[config.mk]
export PLATFORM = sky130hd
export DESIGN_NAME = lsp_packer
export DESIGN_NICKNAME = d
export VERILOG_FILES = /design/src/design/lsp_pkg.sv /design/src/design/lsp_packer.sv /design/src/design/lsp_wave_gen.sv /design/src/design/lsp_lane_check.sv
export VERILOG_INCLUDE_DIRS = /design/src /design/src/design
export SDC_FILE = /design/constraint.sdc
export NUM_CORES = 1
export LEC_CHECK = 0
export ABC_AREA = 1
export CORE_AREA = 2 2 218 220
export DETAILED_ROUTE_END_ITERATION = 7
export DIE_AREA = 0 0 220 222
export DONT_BUFFER_PORTS = 1
export PLACE_DENSITY = 0.33
export SLEW_MARGIN = 20
export SYNTH_ARGS = -nofsm -noshare
export SYNTH_HDL_FRONTEND = slang
export SYNTH_SLANG_ARGS = --single-unit
[constraint.sdc]
create_clock -name clk -period 1.7 [get_ports clk]
set_input_delay 0.17 -clock clk [delete_from_list [all_inputs] [get_ports clk]]
set_output_delay 0.17 -clock clk [all_outputs]
set_load 0.02 [all_outputs]
[src/design/lsp_defines.svh]
// constants for the lane sample packer
`ifndef LSP_DEFINES_SVH
`define LSP_DEFINES_SVH
`define LSP_LANES 2
`define LSP_MAX_LANES 12
`define LSP_WORD_W 32
`define LSP_SAMPLE_W 16
`define LSP_DATA_W 14
`define LSP_CTRL_LSB 14
`define LSP_CTRL_MSB 15
`define LSP_OCTETS_PER_FRAME 2
`define LSP_EARLY_LSB 0
`define LSP_LATE_LSB 16
`define LSP_PHASE_STEP 16'h0400
`define LSP_CTRL_PATTERN 2'h1
`define LSP_PASS_COUNT 8'h20
`endif

[src/design/lsp_pkg.sv]
// types shared by the lane sample packer files
package lsp_pkg;
   typedef logic [13:0] lsp_data_t;
   typedef logic [1:0] lsp_ctrl_t;
   typedef logic [15:0] lsp_sample_t;
   typedef logic [31:0] lsp_word_t;
   typedef enum logic [2:0]
   {
      LSP_ST_IDLE = 3'b001,
      LSP_ST_HUNT = 3'b010,
      LSP_ST_PASS = 3'b100
   } lsp_chk_e;
   // join control and data into one sample
   function automatic lsp_sample_t lsp_make_sample(input lsp_ctrl_t c,
      input lsp_data_t d);
      lsp_make_sample = {c, d};
   endfunction
   // place early sample low, late sample high
   function automatic lsp_word_t lsp_pack(input lsp_sample_t early,
      input lsp_sample_t late);
      lsp_pack = {late, early};
   endfunction
endpackage

[src/design/lsp_packer.sv]
// lane sample packer: tx mapping into lane words, rx unpacking and check
`timescale 1ns/10ps
`include "lsp_defines.svh"
// Contract
// - one 32-bit word per lane per clock
// - stream port is lanes times 32 bits
// - two 16-bit samples per lane word
// - bits 15:14 control, 13:0 sample value
// - same mapping every lane, no spreading
// - one sample per two-octet frame
// - lane count parameter from 1 to 12
// - 14-bit samples extended by two control bits
// - converter runs at twice clock rate
// - octets per frame fixed at two
// - receive check raises one pass flag
module lsp_packer
#(
   parameter int LANES = `LSP_LANES
)
(
   input wire logic clk,
   input wire logic sys_rst,
   input wire logic [`LSP_MAX_LANES*14-1:0] tx_early_data,
   input wire logic [`LSP_MAX_LANES*14-1:0] tx_late_data,
   input wire logic [`LSP_MAX_LANES*2-1:0] tx_ctrl,
   input wire logic tx_use_internal,
   input wire logic tx_tready,
   output logic [LANES*32-1:0] tx_tdata,
   input wire logic [LANES*32-1:0] rx_tdata,
   input wire logic rx_tvalid,
   output logic [LANES*14-1:0] rx_early_data,
   output logic [LANES*14-1:0] rx_late_data,
   output logic [LANES*2-1:0] rx_early_ctrl,
   output logic [LANES*2-1:0] rx_late_ctrl,
   output logic rx_data_valid,
   output logic rx_pass
);
   // fixed frame shape; changing octets per frame needs a remap
   localparam int OCTETS = `LSP_OCTETS_PER_FRAME;
   localparam int SAMPLES_PER_WORD = `LSP_WORD_W / (OCTETS * 8);

   // elaboration guards on the configuration
   // an unsupported shape stops elaboration instead of mis-mapping lanes
   if (LANES < 1 || LANES > `LSP_MAX_LANES)
   begin : g_bad_lanes
      $error("lane count out of range");
   end
   if (OCTETS % 2 != 0 || SAMPLES_PER_WORD != 2)
   begin : g_bad_octets
      $error("octets per frame unsupported");
   end

   typedef struct packed
   {
      logic [LANES*32-1:0] tx_word;
      logic [LANES*14-1:0] rx_early;
      logic [LANES*14-1:0] rx_late;
      logic [LANES*2-1:0] rx_ectl;
      logic [LANES*2-1:0] rx_lctl;
      logic rx_valid;
      lsp_pkg::lsp_chk_e chk;
      logic [7:0] good_cnt;
      logic pass;
   } lsp_top_s;

   lsp_top_s st_q;
   lsp_top_s st_d;

   // internal waveform for the self-test path and expected rx values
   logic [LANES*14-1:0] gen_early;  // generator earlier sample
   logic [LANES*14-1:0] gen_late;  // generator later sample
   logic [LANES-1:0] lane_match;  // per-lane compare result

   genvar g;
   for (g = 0; g < LANES; g++)
   begin : g_lane
      lsp_wave_gen u_gen
      (
         .clk(clk),
         .sys_rst(sys_rst),
         .seed(16'(g * 16'h1000)),
         .early_data(gen_early[g*14 +: 14]),
         .late_data(gen_late[g*14 +: 14])
      );
      lsp_lane_check u_chk
      (
         .word(rx_tdata[g*32 +: 32]),
         .exp_early(gen_early[g*14 +: 14]),
         .exp_late(gen_late[g*14 +: 14]),
         .match(lane_match[g])
      );
   end

   // next state: mapping on both directions and the pass tracker
   always_comb
   begin
      lsp_pkg::lsp_data_t e_d;
      lsp_pkg::lsp_data_t l_d;
      lsp_pkg::lsp_ctrl_t c;
      lsp_pkg::lsp_word_t w;
      e_d = '0;
      l_d = '0;
      c = '0;
      w = '0;
      st_d = st_q;
      // tx: hold the word while the core stalls; sample pairs offered during the stall are not captured
      if (tx_tready)
      begin
         for (int i = 0; i < LANES; i++)
         begin
            // each lane only uses its own slice, same mapping
            if (tx_use_internal)
            begin
               e_d = gen_early[i*14 +: 14];
               l_d = gen_late[i*14 +: 14];
               c = `LSP_CTRL_PATTERN;
            end
            else
            begin
               e_d = tx_early_data[i*14 +: 14];
               l_d = tx_late_data[i*14 +: 14];
               c = tx_ctrl[i*2 +: 2];
            end
            // control on top of data, then early low, late high
            w = lsp_pkg::lsp_pack(lsp_pkg::lsp_make_sample(c, e_d),
               lsp_pkg::lsp_make_sample(c, l_d));
            st_d.tx_word[i*32 +: 32] = w;
         end
      end
      // rx: unpack every lane word the same way
      st_d.rx_valid = rx_tvalid;
      if (rx_tvalid)
      begin
         for (int i = 0; i < LANES; i++)
         begin
            w = rx_tdata[i*32 +: 32];
            st_d.rx_early[i*14 +: 14] = w[`LSP_EARLY_LSB +: 14];
            st_d.rx_ectl[i*2 +: 2] = w[`LSP_EARLY_LSB + `LSP_CTRL_LSB +: 2];
            st_d.rx_late[i*14 +: 14] = w[`LSP_LATE_LSB +: 14];
            st_d.rx_lctl[i*2 +: 2] = w[`LSP_LATE_LSB + `LSP_CTRL_LSB +: 2];
         end
      end
      // pass tracker: needs a run of matching words, then latches
      case (st_q.chk)
         lsp_pkg::LSP_ST_IDLE:
         begin
            if (rx_tvalid)
            begin
               st_d.chk = lsp_pkg::LSP_ST_HUNT;
               st_d.good_cnt = '0;
            end
         end
         lsp_pkg::LSP_ST_HUNT:
         begin
            if (rx_tvalid && &lane_match)
            begin
               st_d.good_cnt = 8'(st_q.good_cnt + 8'h01);
               if (st_q.good_cnt == 8'(`LSP_PASS_COUNT - 1))
               begin
                  st_d.chk = lsp_pkg::LSP_ST_PASS;
                  st_d.pass = 1'b1;
               end
            end
            else if (rx_tvalid)
            begin
               // a mismatch restarts the run; alignment may still settle
               st_d.good_cnt = '0;
            end
         end
         lsp_pkg::LSP_ST_PASS:
         begin
            st_d.pass = 1'b1;  // sticky until reset
         end
         default:
         begin
            st_d.chk = lsp_pkg::LSP_ST_IDLE;
         end
      endcase
   end

   // single register stage for all state; sysref is not handled here
   always_ff @(posedge clk)
   begin
      if (sys_rst)
      begin
         st_q <= '0;
         st_q.chk <= lsp_pkg::LSP_ST_IDLE;
      end
      else
      begin
         st_q <= st_d;
      end
   end

   // every output straight from the state register
   assign tx_tdata = st_q.tx_word;
   assign rx_early_data = st_q.rx_early;
   assign rx_late_data = st_q.rx_late;
   assign rx_early_ctrl = st_q.rx_ectl;
   assign rx_late_ctrl = st_q.rx_lctl;
   assign rx_data_valid = st_q.rx_valid;
   assign rx_pass = st_q.pass;
endmodule

[src/design/lsp_wave_gen.sv]
// waveform source: two 14-bit samples per clock, ramp-like sine stand-in
`timescale 1ns/10ps
`include "lsp_defines.svh"
module lsp_wave_gen
(
   input wire logic clk,
   input wire logic sys_rst,
   input wire logic [15:0] seed,
   output logic [13:0] early_data,
   output logic [13:0] late_data
);
   typedef struct packed
   {
      logic [15:0] phase;
   } lsp_gen_s;
   lsp_gen_s st_q;
   lsp_gen_s st_d;
   // phase advances by two samples per clock
   always_comb
   begin
      st_d = st_q;
      st_d.phase = 16'(st_q.phase + 16'(`LSP_PHASE_STEP * 2));
   end
   always_ff @(posedge clk)
   begin
      if (sys_rst)
      begin
         st_q <= '0;
      end
      else
      begin
         st_q <= st_d;
      end
   end
   // top bits of phase plus seed, so each lane differs
   assign early_data = 14'((st_q.phase + seed) >> 2);
   assign late_data = 14'((16'(st_q.phase + 16'(`LSP_PHASE_STEP)) + seed)
      >> 2);
endmodule

[src/design/lsp_lane_check.sv]
// per-lane receive check: unpacks a word and compares to expected
`timescale 1ns/10ps
`include "lsp_defines.svh"
module lsp_lane_check
(
   input wire logic [31:0] word,
   input wire logic [13:0] exp_early,
   input wire logic [13:0] exp_late,
   output logic match
);
   logic [15:0] early_s;
   logic [15:0] late_s;
   // earlier sample low half, later high half
   assign early_s = word[`LSP_EARLY_LSB +: `LSP_SAMPLE_W];
   assign late_s = word[`LSP_LATE_LSB +: `LSP_SAMPLE_W];
   // control bits and waveform both must agree
   assign match = (early_s == lsp_pkg::lsp_make_sample(`LSP_CTRL_PATTERN,
      exp_early)) && (late_s == lsp_pkg::lsp_make_sample(`LSP_CTRL_PATTERN,
      exp_late));
endmodule

==> qor.yml <==
status: "finished with violations"
violations: "hold timing"
synth_edf_count: 0
grt_max_degree: 94
synth_seq_area_share: 0.4121
vias: 6094
die_h_um: 222
drt-initial-drc-count: 346
synth_warnings: 0
powerDensity_mw_per_mm2: 1005
crit_top_cell: "nand2_2"
power_frac_clock: 0.426
max_stage_delay_ps: 330
worstPathRequired_ps: 2080
first_global_vias: 6145
slew_headroom: 0.5325
end_kind: "flop"
clock-sinks: 147
drive_above_1_share: 0.1178
path_max_fanout: 5
post-route-min-period_ps: 1700
finalSetupViolCount: 0
gp_congestion: 0.7586
power.total_mw: 9.106
fill_cells: 5248
slowest_stage: "dfxtp_2"
cts_root_buf: "clkbuf_16"
finalNetCount: 1422
rr_worst_depth: 14
gr-total-overflow: 0
holdPathEnd: "tx_tdata[61]"
syn_area_mm2: 0.007142
drt-total-wl_um: 27790
drt_pass1_iterations: 4
p_leak_nw: 3.812
antenna_found_initial: 1
start_util: 0.1544
syn_inst: 979
internal_power_mw: 6.389
maxCapViolCount: 0
yosysTopAreaCell: "dfxtp_1"
power.share.sequential: 0.448
drv_slew: 0
synth-seq-cells: 147
ys.flop_type: "dfxtp_1"
post-route-util: 0.1958
cts_buffers: 17
startpoint: "g_lane[1].u_gen.st_q[12]"
dp_hpwl_um: 19920
core_mm2: 0.04626
ys_types: 34
grt_usage: 0.1143
path_clk_slew_ps: 70
ys_async_sr_fraction: 0
layout_setup_ws_ps: 0.03886
cts_tree: "yes"
comb_power_share: 0.126
hold_viol: 11
tightest_slew_ps: 696.6
die-area_mm2: 0.04884
diodes: 0
path_class: "reg2reg"
min_path_cells: 1
hold_path_startpoint: "sys_rst"
rsz0062_at_grt: "yes"
clock.fmax_ghz: 0.5882
detail-route-antenna-nets: 0
p_switching_mw: 2.717
grt_pass1_wl_um: 40490
r2r_end: "st_q[4]"
ios: 559
clockBufferDepth: 2
worstPathArrival_ps: 2080
rows: 79
hp-class: "in2reg"
syn_nets: 1412
cp_cell_sequence: "ha_4 > inv_4 > nand2_4 > buf_6 > nand2_2 > inv_2 > nand2_2 > nor2_2 > nand2_2 > inv_2 > nand2_4 > nor2_8 > nand4_1 > a21oi_1"
area_growth_pct: 26.82
h-tree-depth: 4
holdWs_ps: -203.0
netlist_top_cells_area: "dfxtp_1, buf_4, nand2_1"
dieWidth_um: 220
fin_skew_ps: 9.648
postSynthAreaPerCell_um2: 7.295
reg2reg_from: "g_lane[1].u_gen.st_q[12]"
clk_latency_ps: 450
synth_top_area_frac: 0.4121
start_kind: "flop"
switching_share: 0.2984
wl_per_cell_um: 17.27
ff2ff_setup_slack_ps: 0.04
avgViaCountPerCell: 3.787
pre_cts_slack_ps: -63.64
route.detailed.drc: 0
portBuffers: 0
vdd.ir_drop.worst_mv: 0.4967
crit_family: "simple AND/OR/NAND/NOR gates"
path_buf_inv: 4
post-route-period-util: 1.000
ctsHoldBuffers: 135
==> power by group through the flow <==
stage               registers [mW]  clock network, mW  logic (mW)
floorplan                     3.84                  0        1.08
global route                  4.10               4.15        1.29
finish                        4.08               3.88        1.15
global placement              4.17                  0       0.795
CTS                           4.10               4.04        1.11
detailed placement            4.17                  0       0.803
==> sequential cells by signal (all words and copies together) (netlist names) <==
name and count:
rx_early_data 28, rx_late_ctrl 4, rx_early_ctrl 4, rx_late_data 28, tx_tdata 60, st_q 11, rx_pass 1, rx_data_valid 1
g_lane.u_gen.st_q 10
==> cell families after synthesis <==
| kind of cell | synth area share |
|---|---|
| flip-flops | 0.4121 |
| XOR/XNOR | 0.01086 |
| buffers and inverters | 0.2120 |
| AO/OA/AOI/OAI | 0.1650 |
| AND/OR/NAND/NOR | 0.1931 |
| adder cells (fa/ha/maj) | 0.007008 |
==> cell usage after synthesis, drive strengths merged, types with 2 or more instances <==
master	number
ha	4
nand4	11
nor2	90
clkbuf	26
buf	143
xor2	3
o22ai	2
xnor2	5
a21oi	101
nor3	9
inv	102
o21ai	88
nand2	195
dfxtp	147
nand3	24
o221a	4
a22o	16
a31oi	5
==> layer usage <==
layer	part of all wire	wire length (um)	global-route usage
met5	0	0	0
met4	0.015	427	0.04005
met3	0.061	1702	0.03251
met2	0.52	14470	0.2017
met1	0.40	11180	0.1304
==> stage by stage <==
step / TNS, ps / cell area, um^2 / instances
floorplan: 0 / 7142 / 979
global placement: -151.2 / 7007 / 1442
detailed placement: -257.7 / 7007 / 1442
CTS: -33.89 / 8977 / 1609
global route: -1024 / 9057 / 1609
finish: 0 / 9057 / 1609
==> worst max-delay path by stage <==
stage                     depth (start not counted)       to  slack, ps
after floorplan                                  10  st_q[4]        110
after global placement                           11  st_q[4]        -50
after detailed placement                         11  st_q[4]        -60
after CTS                                        10  rx_pass        -20
after global routing                             10  st_q[7]       -140
final                                            14  st_q[4]       0.04
==> placed cells by master (no fill, tap or decap), drive strengths merged, types with 6 or more instances in the layout <==
cell type	n
a21oi	101
inv	105
nor3	9
nand4	11
clkbuf	20
clkinv	6
nor2	90
dfxtp	147
dlygate4sd3	133
a22o	16
nand3	24
buf	27
nand2	195
o21ai	88
==> area by class of cell <==
cell class / count / area [um^2] / share of cell area
multi-input cells: 560 / 2788 / 0.3078
clock inverters: 12 / 130.1 / 0.01437
repair buffers: 160 / 1599 / 0.1765
inverters: 103 / 389.1 / 0.04296
well taps: 607 / 759.5 / 0.08385
flip-flops and latches: 147 / 2945 / 0.3252
clock buffers: 20 / 446.7 / 0.04932
==> worst register-to-register path: stages (launching register included) <==
cell,delay (ps)
dfxtp_2,330
ha_4,290
inv_4,50
nand2_4,70
buf_6,90
nand2_2,40
inv_2,50
nand2_2,40
nor2_2,100
nand2_2,60
inv_2,70
nand2_4,60
nor2_8,110
nand4_1,110
a21oi_1,150
==> repair_timing <==
item / 4_1_cts / 5_1_grt
pin swaps: 0 / 19
gates resized for setup: 4 / 29
endpoints found under the hold margin: 140 / 11
gates cloned: 0 / 0
endpoints found under the setup margin: 10 / 14
setup buffers: 0 / 1
Power figures use the tool's default switching activity.
